$ cat src/hw/bhc_pkg.sv
// Constants for the bridge configuration header and command block.
package bhc_pkg;

  // ==========================================================================
  // Configuration offsets
  // ==========================================================================
  localparam logic [7:0] OFS_VENDOR  = 8'h00;
  localparam logic [7:0] OFS_DEVICE  = 8'h02;
  localparam logic [7:0] OFS_COMMAND = 8'h04;
  localparam logic [7:0] OFS_STATUS  = 8'h06;

  // ==========================================================================
  // Command word fields
  // ==========================================================================
  localparam int CMD_IO_BIT     = 0;
  localparam int CMD_MEM_BIT    = 1;
  localparam int CMD_INIT_BIT   = 2;
  localparam int CMD_WRINV_BIT  = 4;
  localparam int CMD_PARITY_BIT = 6;
  localparam int CMD_SERR_BIT   = 8;
  localparam int CMD_BLOCK_BIT  = 10;

  localparam logic [15:0] CMD_RESET   = 16'h0000;
  localparam logic [15:0] CMD_WR_MASK = 16'h0547;

  // ==========================================================================
  // Status word fields handled here
  // ==========================================================================
  localparam int STS_IRQ_BIT = 3;
  localparam int STS_MDP_BIT = 8;

  // ==========================================================================
  // Identification values (arbitrary, not tied to any real part)
  // ==========================================================================
  localparam logic [15:0] VENDOR_IDENT_DEFAULT = 16'h1A2B;
  localparam logic [15:0] DEVICE_IDENT_F0      = 16'h3C4D;
  localparam logic [15:0] DEVICE_IDENT_F2      = 16'h3C4E;

endpackage : bhc_pkg

$ cat src/hw/bhc_gate.sv
// Gating of error reports, initiator requests and target decodes by the command word.
`timescale 1ns/100ps
`default_nettype none

module bhc_gate (
  input  wire logic        sys_clk,
  input  wire logic        sys_rst,
  input  wire logic [15:0] command_control_word,
  input  wire logic        serr_event,
  input  wire logic        cpl_parity_err,
  input  wire logic        tgt_mem_req,
  input  wire logic        tgt_io_req,
  input  wire logic        mst_req,
  output logic             serr_report,
  output logic             parity_report,
  output logic             tgt_mem_accept,
  output logic             tgt_io_accept,
  output logic             tgt_master_abort,
  output logic             mst_grant
);

  logic serr_reg, serr_next;
  logic par_reg, par_next;
  logic mem_acc_reg, mem_acc_next;
  logic io_acc_reg, io_acc_next;
  logic abort_reg, abort_next;

  // ==========================================================================
  // Gating
  // ==========================================================================
  always_comb begin
    serr_next    = serr_event && command_control_word[bhc_pkg::CMD_SERR_BIT];
    par_next     = cpl_parity_err && command_control_word[bhc_pkg::CMD_PARITY_BIT];
    mem_acc_next = tgt_mem_req && command_control_word[bhc_pkg::CMD_MEM_BIT];
    io_acc_next  = tgt_io_req && command_control_word[bhc_pkg::CMD_IO_BIT];
    abort_next   = (tgt_mem_req && !command_control_word[bhc_pkg::CMD_MEM_BIT])
                || (tgt_io_req && !command_control_word[bhc_pkg::CMD_IO_BIT]);
  end

  always_ff @(posedge sys_clk) begin
    if (sys_rst) begin
      serr_reg    <= 1'b0;
      par_reg     <= 1'b0;
      mem_acc_reg <= 1'b0;
      io_acc_reg  <= 1'b0;
      abort_reg   <= 1'b0;
    end else begin
      serr_reg    <= serr_next;
      par_reg     <= par_next;
      mem_acc_reg <= mem_acc_next;
      io_acc_reg  <= io_acc_next;
      abort_reg   <= abort_next;
    end
  end

  assign serr_report      = serr_reg;
  assign parity_report    = par_reg;
  assign tgt_mem_accept   = mem_acc_reg;
  assign tgt_io_accept    = io_acc_reg;
  assign tgt_master_abort = abort_reg;
  // The grant is combinational so a request stalls the same cycle mastering is turned off.
  assign mst_grant = mst_req && command_control_word[bhc_pkg::CMD_INIT_BIT];
endmodule : bhc_gate

`default_nettype wire

$ cat src/hw/bhc_config_header.sv
// Bridge configuration header: identification words, command word and wired hot-plug interrupt.
//
// Notes on behaviour
// Block bit set stops wired hot-plug interrupt.
// Block bit matters only while MSI disabled.
// Setting block bit drops an asserted interrupt.
// System error enable gates SERR reporting.
// Parity response enable gates completion parity reports.
// Initiator enable permits issuing memory/IO requests.
// Memory enable off master-aborts memory requests.
// IO enable off master-aborts IO requests.
// Reserved command bits read zero, ignore writes.
// Never write-and-invalidate; that bit reads zero.
// Fixed read-only vendor word at 00h.
// Read-only device word at 02h, per function.
// Command word 16 bits at 04h, resets zero.
// Interrupt only if unblocked, MSI off, status set.
// Completion parity error sets master parity flag.
// Identification writes ignored, reads have no effects.
`timescale 1ns/100ps
`default_nettype none

module bhc_config_header #(
  parameter logic [15:0] VENDOR_IDENT = bhc_pkg::VENDOR_IDENT_DEFAULT,
  parameter logic [15:0] DEVICE_F0    = bhc_pkg::DEVICE_IDENT_F0,
  parameter logic [15:0] DEVICE_F2    = bhc_pkg::DEVICE_IDENT_F2
) (
  input  wire logic        sys_clk,
  input  wire logic        sys_rst,
  input  wire logic        function_two_strap,
  input  wire logic        cfg_req,
  input  wire logic        cfg_we,
  input  wire logic [7:0]  cfg_addr,
  input  wire logic [3:0]  cfg_be,
  input  wire logic [31:0] cfg_wdata,
  output logic [31:0]      cfg_rdata,
  output logic             cfg_ack,
  input  wire logic        msi_enable,
  input  wire logic        hp_irq_status,
  output logic             hp_irq_wired_n,
  input  wire logic        serr_event,
  input  wire logic        cpl_parity_err,
  output logic             serr_report,
  output logic             parity_report,
  input  wire logic        tgt_mem_req,
  input  wire logic        tgt_io_req,
  output logic             tgt_mem_accept,
  output logic             tgt_io_accept,
  output logic             tgt_master_abort,
  input  wire logic        mst_req,
  output logic             mst_grant
);

  logic [15:0] cmd_reg, cmd_next;
  logic        mdp_reg, mdp_next;
  logic        irq_n_reg, irq_n_next;
  logic        func2_reg, func2_next;
  logic [31:0] rdata_reg, rdata_next;
  logic        ack_reg, ack_next;
  logic [15:0] device_ident_value;
  logic [15:0] status_word;
  logic        wr_cmd_dword;

  // Byte-lane merge of a 16-bit word under two enables, limited to writable bits.
  function automatic logic [15:0] merge_word(input logic [15:0] old_w,
                                             input logic [15:0] new_w,
                                             input logic [1:0]  be,
                                             input logic [15:0] mask);
    logic [15:0] lane;
    lane = {{8{be[1]}}, {8{be[0]}}} & mask;
    merge_word = (old_w & ~lane) | (new_w & lane);
  endfunction : merge_word

  // Dword index of a byte offset.
  function automatic logic [5:0] dword_of(input logic [7:0] ofs);
    dword_of = ofs[7:2];
  endfunction : dword_of

  // ==========================================================================
  // Identification
  // ==========================================================================
  assign device_ident_value = func2_reg ? DEVICE_F2 : DEVICE_F0;
  assign status_word = (16'h0001 << bhc_pkg::STS_IRQ_BIT) & {16{hp_irq_status}}
                     | (16'h0001 << bhc_pkg::STS_MDP_BIT) & {16{mdp_reg}};
  assign wr_cmd_dword = cfg_req && cfg_we
                     && (dword_of(cfg_addr) == dword_of(bhc_pkg::OFS_COMMAND));

  // ==========================================================================
  // Command, status flag, interrupt and configuration read path
  // ==========================================================================
  always_comb begin
    func2_next = func2_reg;
    cmd_next   = cmd_reg;
    mdp_next   = mdp_reg;
    if (wr_cmd_dword) begin
      cmd_next = merge_word(cmd_reg, cfg_wdata[15:0], cfg_be[1:0],
                            bhc_pkg::CMD_WR_MASK);
      if (cfg_be[3] && cfg_wdata[16 + bhc_pkg::STS_MDP_BIT]) begin
        mdp_next = 1'b0;
      end
    end
    // A parity event in the clearing cycle wins over the clear.
    if (cpl_parity_err && cmd_reg[bhc_pkg::CMD_PARITY_BIT]) begin
      mdp_next = 1'b1;
    end
    // The next command value is used so the line drops with the write that sets the block.
    irq_n_next = !(hp_irq_status && !msi_enable
                   && !cmd_next[bhc_pkg::CMD_BLOCK_BIT]);
    ack_next   = cfg_req;
    rdata_next = 32'h0000_0000;
    if (cfg_req && !cfg_we) begin
      case (dword_of(cfg_addr))
        dword_of(bhc_pkg::OFS_VENDOR): begin
          rdata_next = {device_ident_value, VENDOR_IDENT};
        end
        dword_of(bhc_pkg::OFS_COMMAND): begin
          rdata_next = {status_word, cmd_reg};
        end
        default: begin
          rdata_next = 32'h0000_0000;
        end
      endcase
    end
  end

  always_ff @(posedge sys_clk) begin
    if (sys_rst) begin
      func2_reg <= function_two_strap;
      cmd_reg   <= bhc_pkg::CMD_RESET;
      mdp_reg   <= 1'b0;
      irq_n_reg <= 1'b1;
      rdata_reg <= 32'h0000_0000;
      ack_reg   <= 1'b0;
    end else begin
      func2_reg <= func2_next;
      cmd_reg   <= cmd_next;
      mdp_reg   <= mdp_next;
      irq_n_reg <= irq_n_next;
      rdata_reg <= rdata_next;
      ack_reg   <= ack_next;
    end
  end

  assign cfg_rdata      = rdata_reg;
  assign cfg_ack        = ack_reg;
  assign hp_irq_wired_n = irq_n_reg;

  // ==========================================================================
  // Gating of transactions
  // ==========================================================================
  bhc_gate u_gate (
    .sys_clk              (sys_clk),
    .sys_rst              (sys_rst),
    .command_control_word (cmd_reg),
    .serr_event           (serr_event),
    .cpl_parity_err       (cpl_parity_err),
    .tgt_mem_req          (tgt_mem_req),
    .tgt_io_req           (tgt_io_req),
    .mst_req              (mst_req),
    .serr_report          (serr_report),
    .parity_report        (parity_report),
    .tgt_mem_accept       (tgt_mem_accept),
    .tgt_io_accept        (tgt_io_accept),
    .tgt_master_abort     (tgt_master_abort),
    .mst_grant            (mst_grant)
  );
endmodule : bhc_config_header

`default_nettype wire

$ cat config.mk
export PLATFORM = sky130hd
export DESIGN_NAME = bhc_config_header
export DESIGN_NICKNAME = d
export VERILOG_FILES = /design/src/hw/bhc_pkg.sv /design/src/hw/bhc_gate.sv /design/src/hw/bhc_config_header.sv
export SDC_FILE = /design/constraint.sdc
export NUM_CORES = 1
export LEC_CHECK = 0
export BUFFER_PORTS_ARGS = -buffer_cell sky130_fd_sc_hd__buf_2
export CORE_MARGIN = 2
export CORE_UTILIZATION = 35
export DETAILED_ROUTE_END_ITERATION = 12
export PLACE_DENSITY = 0.75
export SLEW_MARGIN = 30
export SYNTH_ARGS = -nofsm -noshare
export SYNTH_HDL_FRONTEND = slang
export SYNTH_HIERARCHICAL = 1
export SYNTH_SLANG_ARGS = --single-unit
$ cat constraint.sdc
create_clock -name sys_clk -period 1.44 [get_ports sys_clk]
set_input_delay 0.216 -clock sys_clk [delete_from_list [all_inputs] [get_ports sys_clk]]
set_output_delay 0.216 -clock sys_clk [all_outputs]
set_load 0.01 [all_outputs]
## After elaboration in Yosys (flattened, before gate mapping)

Cells that the tools add are included.

| word-level totals | value |
|---|---|
| flip-flop bits (word level) | 57 |
| bits of input ports | 56 |

| operators by class | value |
|---|---|
| equality and inequality tests | 1 |
| muxes and demuxes | 6 |
| bitwise operators | 6 |
| reduce and logical (&&, ||, !) cells | 25 |

Operators by type and width:

| operator | count |
|---|---|
| $pmux W30 S2 | 1 |
| $and A16 B11 Y16 | 1 |
| $and A16 B16 Y16 | 1 |
| $not A11 Y16 | 1 |
| $or A16 B16 Y16 | 1 |
| $logic_and A1 B1 Y1 | 13 |
| $mux W11 | 1 |
| $or A4 B9 Y9 | 1 |
| $eq A6 B1 Y1 const B | 1 |
| $logic_not A1 Y1 | 6 |
| $logic_not A6 Y1 | 1 |
| $reduce_bool A2 Y1 | 2 |
| $mux W1 | 3 |
| $mux W2 | 1 |
| $reduce_and A2 Y1 | 1 |
| $reduce_or A2 Y1 | 1 |
| $logic_or A1 B1 Y1 | 1 |
| $not A1 Y1 | 1 |

## Logic depth before layout (Yosys ltp)

Gate-level depths: netlist of run 1.

| logic depth | value |
|---|---|
| depth in word-level cells | 7 |
| mapped depth | 4 |
| gate-level depth less buffers | 3 |

## Cells and area by module

The synthesis of run 1 kept the hierarchy.

Modules (own cells, without submodules):

| module | instances | cells each | area each (µm²) | seq. area each (µm²) |
|---|---|---|---|---|
| bhc_config_header | 1 | 95 | 944.7 | 430.4 |
| bhc_gate | 1 | 17 | 157.7 | 100.1 |

## Least setup slack after synthesis of run 1

Ideal clock, no wire load.

| timing path | value |
|---|---|
| kind | input to register |
| start point | in cfg_addr[3] |
| end point | reg mdp_reg |
| setup time | 0.132 ns |
| data arrival time | 1.171 ns |
| required time | 1.308 ns |
| setup slack | 0.137 ns |
| stages | 4 |
| path buffers | 1 |
| cells stage by stage | or4b_4 > buf_6 > o31ai_2 > a21oi_1 |

| on the way | value |
|---|---|
| word-level cells in the longest chain between the ends | 4 |

RTL lines:

| what | line | RTL |
|---|---|---|
| from (decl) | bhc_config_header.sv:33 | `input wire logic [7:0] cfg_addr,` |
| $eq A6 B1 Y1 | bhc_config_header.sv:86 | `&& (dword_of(cfg_addr) == dword_of(bhc_pkg::OFS_COMMAND));` |
| $logic_and A1 B1 Y1 | bhc_config_header.sv:86 |  |
| $reduce_bool A2 Y1 (no line) | - |  |
| $reduce_and A2 Y1 (no line) | - |  |
| to (signal assigned) | bhc_config_header.sv:137 | `mdp_reg <= mdp_next;` |
| to (decl) | bhc_config_header.sv:55 | `logic mdp_reg, mdp_next;` |

No other way between the ends.
A chain may end at the register's enable or synchronous reset.

==> results by group, run 1 <==
Global route
  – Largest net degree at the start of global routing: 16
  – GRT Total Usage: 0.129
  – Grt total ovfl: 0
  – Global-route wire length before repair: 3.54 mm
  – Vias in the first global route: around 830
  – Initial antenna violation count: 0

Timing
  – Final Hold Vio Count: 0
  – Final hold slack: 0.0954 ns
  – Count of final setup violators: 0
  – Tcrit/Tclk final: 0.814
  – RSZ-0062 raised after global routing: false
  – Setup tns final: 0 ns
  – Max Slew Vio Count: 0
  – Clk_skew: 0.0124 ns
  – Fin crit period: 1.17 ns
  – Fmax: 0.853 GHz

Worst setup path
  – R2r setup slk: 0.73 ns
  – CP peak stage delay: approximately 0.47 ns
  – Worst path slowest cell: dfxtp_1
  – Critical Path Sink Type: output pin
  – Crit start category: flip-flop
  – Cell depth of the worst setup path: 1
  – CP Cell Sequence: buf_2
  – Arr. time, crit path: ~0.96 ns
  – Worst R2R Path Depth: 2
  – Critical Path RT: 1.22 ns
  – Critical path class: flip-flop to output pin
  – Critical path origin: cfg_rdata[28]$_SDFF_PP0_
  – CP delay by family, top: flip-flops
  – CP Buf/Inv Count: 1
  – Reg2reg end: u_gate/tgt_master_abort$_SDFF_PP0_
  – Critical Path Fanout Max: 11

Floorplan
  – Initial core utilization: 0.364
  – Rows: 20
  – Die Y: approximately 60 um
  – Die width: between 60 and 70 um
  – IO Pins: 96
  – Die area: 3610 um^2
  – Core area: just over 3000 um^2

Synth
  – Async set-reset flop share out of synthesis: 0
  – Adder-Cell Fraction of Synth Area: 0
  – Syn Inst Count: roughly 110
  – Register bit total from synthesis: 26
  – YS warnings: 6
  – Largest family of logic cells by synthesized area: simple AND/OR/NAND/NOR gates
  – Cell variety after synth: 28
  – Primary FF master, synth: dfxtp_1
  – Synth Area in Compound Gates: 0.118
  – Multiplexer area fraction after synthesis: 0
  – Syn_area_per_cell: roughly 9.8 um^2
  – Seq/Total Area, Yosys: 0.481
  – Simple-gate share of the synthesized area: 0.213
  – EDFF count, synth: 1
  – XOR/XNOR Fraction of Synth Area: 0
  – Post-Syn Area: 1100 um^2

Drt
  – Via/cell ratio: 4.35
  – Antenna Violating Nets Remaining: 0
  – Post-Route WL: 2.23 mm
  – Routed len/inst: 10.8 um
  – DR pass1 iterations: 4
  – Initial DRC Count: 9
  – Drt drc: 0
  – Vias: 901

Clocking
  – Longest Clk Path Bufs: 2
  – Clock Latency Late Sink: just over 0.3 ns
  – TritonCTS clock tree: yes
  – Hold_buf cts: 0
  – Clock transition at path regs: approximately 0.14 ns
  – # resized after CTS: 0
  – Num CTS Buffers: 3
  – Clock sinks: 26
  – Setup Fix Bufs, Post-CTS: 0
  – CTS Root Cell: clkbuf_4
  – H-tree levels: 1

Finish
  – Fillers: 305
  – Final std cells w/o fill: 207
  – Nets: 220
  – Share of layout cells above drive strength 1: 0.442
  – Diode count: 0
  – Area delta synth->final: 24.5%

Power and ir drop
  – Leak: roughly 0.68 nW
  – Power per Cell Area: 876 nW/um^2
  – Worst VDD drop: 0.000286 V

Flow run
  – Max_cap viols: 0

Placement
  – Final HPWL DP: 1.82 mm
  – Placed Cells: 203
  – IO Port Bufs: 56
  – Global placer's final weighted congestion: 0.766

Worst hold path
  – Hold path cells: 3
  – Hold Path Class: input pin to flip-flop
  – Hold path start: msi_enable
  – Hold Crit Endpoint: hp_irq_wired_n$_SDFF_PP1_

Run status
  – Status: finished clean
-- cell usage in the layout (no fill, tap or decap), types with 2 or more instances in the layout --
cell type   n
nor2_1      5
o31ai_1     5
buf_4       6
and2_1      2
conb_1     11
inv_1       5
nor3_1      2
clkbuf_4    3
nand2b_1    2
and3_1      5
nand4_1     6
buf_2      56
a21oi_1    10
dfxtp_1    25
nand2_1     7
-- final cells by class --
type / instances / area (um^2) / share of cell area
well taps: 44 / 55.1 / 0.0401
multi-input cells: 66 / 407 / 0.296
flip-flops and latches: 26 / 531 / 0.387
inverters: 5 / 18.8 / 0.0137
repair buffers: 62 / 325 / 0.237
clock buffers: 4 / 36.3 / 0.0264
-- per-stage QoR --
stage | cell area [um^2] | setup WS [ns] | total power [W] | utilization
2_1_floorplan | 1140 | 0.137 | 0.000819 | -
3_5_place_dp | 1340 | 0.00668 | 0.000863 | 0.441
6_report | 1370 | 0.268 | 0.00120 | 0.453
5_1_grt | 1370 | 0.144 | 0.00126 | 0.453
3_3_place_gp | 1340 | 0.0220 | 0.000861 | 0.441
4_1_cts | 1370 | 0.256 | 0.00121 | 0.453
-- cells in the mapped netlist (2+ instances only) --
library cell  number  area [um^2]
a21oi_1           10         50.1
and2_1             2         12.5
and3_1             5         31.3
buf_4             21          158
clkbuf_1           2         7.51
dfxtp_1           25          500
inv_1              5         18.8
nand2_1            7         26.3
nand2b_1           2         12.5
nand4_1            6         37.5
nor2_1             5         18.8
nor3_1             2         10.0
o31ai_1            5         37.5
-- worst max-delay path by stage --
| stage | to | slack, ns |
|---|---|---|
| detailed placement | flip-flop | 0.007 |
| CTS | cfg_rdata[18] | 0.26 |
| global route | cfg_rdata[12] | 0.14 |
| global placement | mdp_reg$_SDFFE_PP0P_ | 0.02 |
| finish | cfg_rdata[18] | 0.27 |
| floorplan | mdp_reg$_SDFFE_PP0P_ | 0.14 |
-- routing by layer --
metal / part of all wire / GRT usage / wire (um)
met1: 0.42 / 0.148 / 947
met2: 0.47 / 0.224 / 1050
met3: 0.094 / 0.0368 / 210
met4: 0.012 / 0.0540 / 27
met5: 0 / 0 / 0
-- where the power goes --
part | internal, W | total, W | switching [W]
Combinational | 0.0000495 | 0.000114 | 0.0000649
Clock | 0.000154 | 0.000354 | 0.000200
Sequential | 0.000731 | 0.000733 | 0.00000216
Total | 0.000935 | 0.00120 | 0.000267
-- cell families after synthesis --
logic type,after synthesis
and+or+nand+nor,37
buffers and inverters,30
DFF,26
AOI/OAI and AO/OA,18
other,1
No activity file was read; power rests on OpenSTA's default activity.
==> run 2: changes to the inputs <==
ABC_AREA = 1   (was not set)
CORE_UTILIZATION = 33   (was 35)
PLACE_DENSITY = 0.74   (was 0.75)
clock period = 1 ns   (was 1.44 ns; I/O delays follow)
==> run 2 against run 1 <==
Net effect: the run now ends with negative setup slack left; die area is 5.5% higher; wire length is 6.9% lower; clock skew is 0.0052 ns lower; design area rose by 0.18%; core utilization shrank 1.0 points; sequential share of layout area increased by 0.29 points; clock power is 41% higher; sequential cell count did not move; area after synthesis down 0.11%; first-iteration DRC count rose by 120%; worst setup slack worse by 0.27 ns; power is 42% higher; largest cell class unchanged; largest power group unchanged; highest routed layer unchanged.
==> results by group, run 2 <==
Run status
  – Status: finished, violations left
  – Failing checks: negative setup slack

Floorplan
  – Rows: 20
  – Die Y: 61.8 um
  – Core area: 3100 um^2
  – Die width: 61.8 um
  – IO Pins: 96
  – Die area: 3810 um^2
  – Initial core utilization: 0.355

Synth
  – Syn Inst Count: between 100 and 150
  – YS warnings: 6
  – Synth Area in Compound Gates: 0.0352
  – Largest family of logic cells by synthesized area: simple AND/OR/NAND/NOR gates
  – Post-synth top area cell: dfxtp_1
  – Synth cell count leaders: nand2_1 (27), dfxtp_1 (25), buf_4 (21), nor2_1 (21), inv_1 (16)
  – Syn_area_per_cell: 8.16 um^2
  – Cell variety after synth: 20
  – Register bit total from synthesis: 26
  – XOR/XNOR Fraction of Synth Area: 0
  – Primary FF master, synth: dfxtp_1
  – Post-Syn Area: 1100 um^2
  – Top-area cell type share of the netlist area: 0.455
  – Async set-reset flop share out of synthesis: 0
  – Synth area leaders: dfxtp_1 (45%), buf_4 (14%), nand2_1 (9.2%)
  – Adder-Cell Fraction of Synth Area: 0
  – Most numerous cell in the Yosys netlist: nand2_1
  – EDFF count, synth: 1
  – Simple-gate share of the synthesized area: 0.275
  – Multiplexer area fraction after synthesis: 0
  – Seq/Total Area, Yosys: 0.482

Global route
  – Initial antenna violation count: 0
  – Grt total ovfl: 0
  – Vias in the first global route: 791
  – Largest net degree at the start of global routing: 15
  – GRT Total Usage: 0.117
  – Global-route wire length before repair: between 3 and 4 mm

Drt
  – Antenna Violating Nets Remaining: 0
  – DR pass1 iterations: 4
  – Initial DRC Count: 20
  – Vias: between 800 and 900
  – Drt drc: 0
  – Post-Route WL: between 2 and 2.5 mm
  – Via/cell ratio: 3.88
  – Routed len/inst: about 9.0 um

Placement
  – IO Port Bufs: 56
  – Final HPWL DP: around 1.7 mm
  – Global placer's final weighted congestion: approximately 0.73
  – Placed Cells: 225

Worst setup path
  – Critical Path Fanout Max: 2
  – Arr. time, crit path: 0.85 ns
  – Critical Path RT: ~0.85 ns
  – CP peak stage delay: 0.35 ns
  – CP Cell Sequence: nand2_1, inv_1, buf_2
  – CP Buf/Inv Count: 2
  – Critical path class: flip-flop to output pin
  – Crit start category: flip-flop
  – Critical Path Sink Type: output pin
  – Worst path slowest cell: dfxtp_2
  – CP delay by family, top: flip-flops
  – Reg2reg start: cmd_reg[10]$_SDFF_PP0_

Finish
  – Commonest non-fill, non-tap cell in the layout: buf_2
  – Fillers: 343
  – Most frequent cells in the layout: buf_2 (56), nand2_1 (27), dfxtp_1 (23)
  – Final std cells w/o fill: 230
  – Multi-input gate area: 383 um^2
  – Share of layout cells above drive strength 1: 0.382
  – Area delta synth->final: 24.9%
  – Reg area: around 540 um^2
  – Nets: 243
  – Diode count: 0

Timing
  – Clk_skew: 0.00715 ns
  – Final setup margin: -0.00275 ns
  – RSZ-0062 raised after global routing: true
  – Final Hold Vio Count: 0
  – Max Slew Vio Count: 0
  – Tcrit/Tclk final: 1.00
  – Count of final setup violators: 1
  – Fmax: 0.997 GHz
  – Fin crit period: 1.00 ns
  – Setup tns final: -0.00275 ns

Power and ir drop
  – Switching Fraction: 0.217
  – Power per Cell Area: 1240 nW/um^2
  – Internal: roughly 0.0013 W
  – Worst VDD drop: 0.000872 V
  – Net Sw Power: between 0.0003 and 0.0004 W
  – Leak: 0.772 nW
  – Clock share of power: 0.293
  – Seq pwr share: 0.618
  – Comb power frac: 0.089
  – Total chip power: 0.00170 W

Clocking
  – Clock transition at path regs: 0.13 ns
  – TritonCTS clock tree: yes
  – Num CTS Buffers: 3
  – H-tree levels: 1
  – Clock Latency Late Sink: ~0.31 ns
  – Clock sinks: 26
  – CTS Root Cell: clkbuf_4
  – Setup Fix Bufs, Post-CTS: 0
  – Longest Clk Path Bufs: 2

Flow run
  – Max_cap viols: 0

Worst hold path
  – Hold Path Class: input pin to flip-flop
  – Hold path start: msi_enable
run 2: cell count changes after synthesis, sizes merged, moves of 4 or more:
cell / previous run / this run
nand4: 6 / 1
nor2: 5 / 22
and3: 5 / 0
nand3: 1 / 5
a21oi: 11 / 3
o31ai: 7 / 2
inv: 5 / 18
nand2: 7 / 29
nor3: 2 / 6
run 2: power by group through the flow:
stage          combinational (W)  clock, W  sequential [W]
6_report                0.000151  0.000499         0.00105
5_1_grt                 0.000168  0.000577         0.00106
4_1_cts                 0.000152  0.000529         0.00105
3_5_place_dp            0.000149         0         0.00108
3_3_place_gp            0.000148         0         0.00108
2_1_floorplan          0.0000924         0         0.00108
run 2: timing repair:
item / 4_1_cts / 5_1_grt
gates resized for setup: 3 / 0
hold buffers: 1 / 0
hold endpoints to repair: 1 / 0
endpoints found under the setup margin: 12 / 12
run 2: cell type report:
type | instances | area share
clock buffers | 4 | 0.0264
inverters | 18 | 0.0491
multi-input cells | 80 | 0.278
flip-flops and latches | 26 | 0.389
well taps | 44 | 0.0400
repair buffers | 58 | 0.217
run 2: tightest hold or removal path: cells and delay by family:
family                 cells  cell delay, ns
buffers and inverters      1            0.07
and+or+nand+nor            2            0.10
run 2: kinds of logic after synthesis:
kind of cell | after synthesis
buffers and inverters | 39
AO/OA/AOI/OAI | 6
flip-flops | 26
other | 1
AND/OR/NAND/NOR | 63
run 2: path summary, 6_finish.rpt:
path,endpoint,slack (ns),cells after the start
worst min-delay path,hp_irq_wired_n$_SDFF_PP1_,0.05,3
worst max register to register,cmd_reg[10]$_SDFF_PP0_,0.14,4
worst max-delay path,mst_grant,-0.003,3
worst min register to register,u_gate/serr_report$_SDFF_PP0_,0.45,2
run 2: metrics by stage:
stage	utilization	setup slack, ns	instance area, um^2	hold WS [ns]
6_report	0.443	-0.00275	1380	0.0480
2_1_floorplan	-	0.150	1140	0.212
5_1_grt	0.443	-0.0819	1380	0.0198
3_5_place_dp	0.427	-0.115	1320	0.329
4_1_cts	0.443	-0.0194	1380	0.0301
3_3_place_gp	0.427	-0.0670	1320	0.328
run 2: per-layer routing:
layer	global-route usage	part of all wire	wire length (um)
met5	0	0	0
met4	0.0274	0.0072	15
met3	0.0476	0.084	174
met2	0.195	0.47	981
met1	0.140	0.44	905
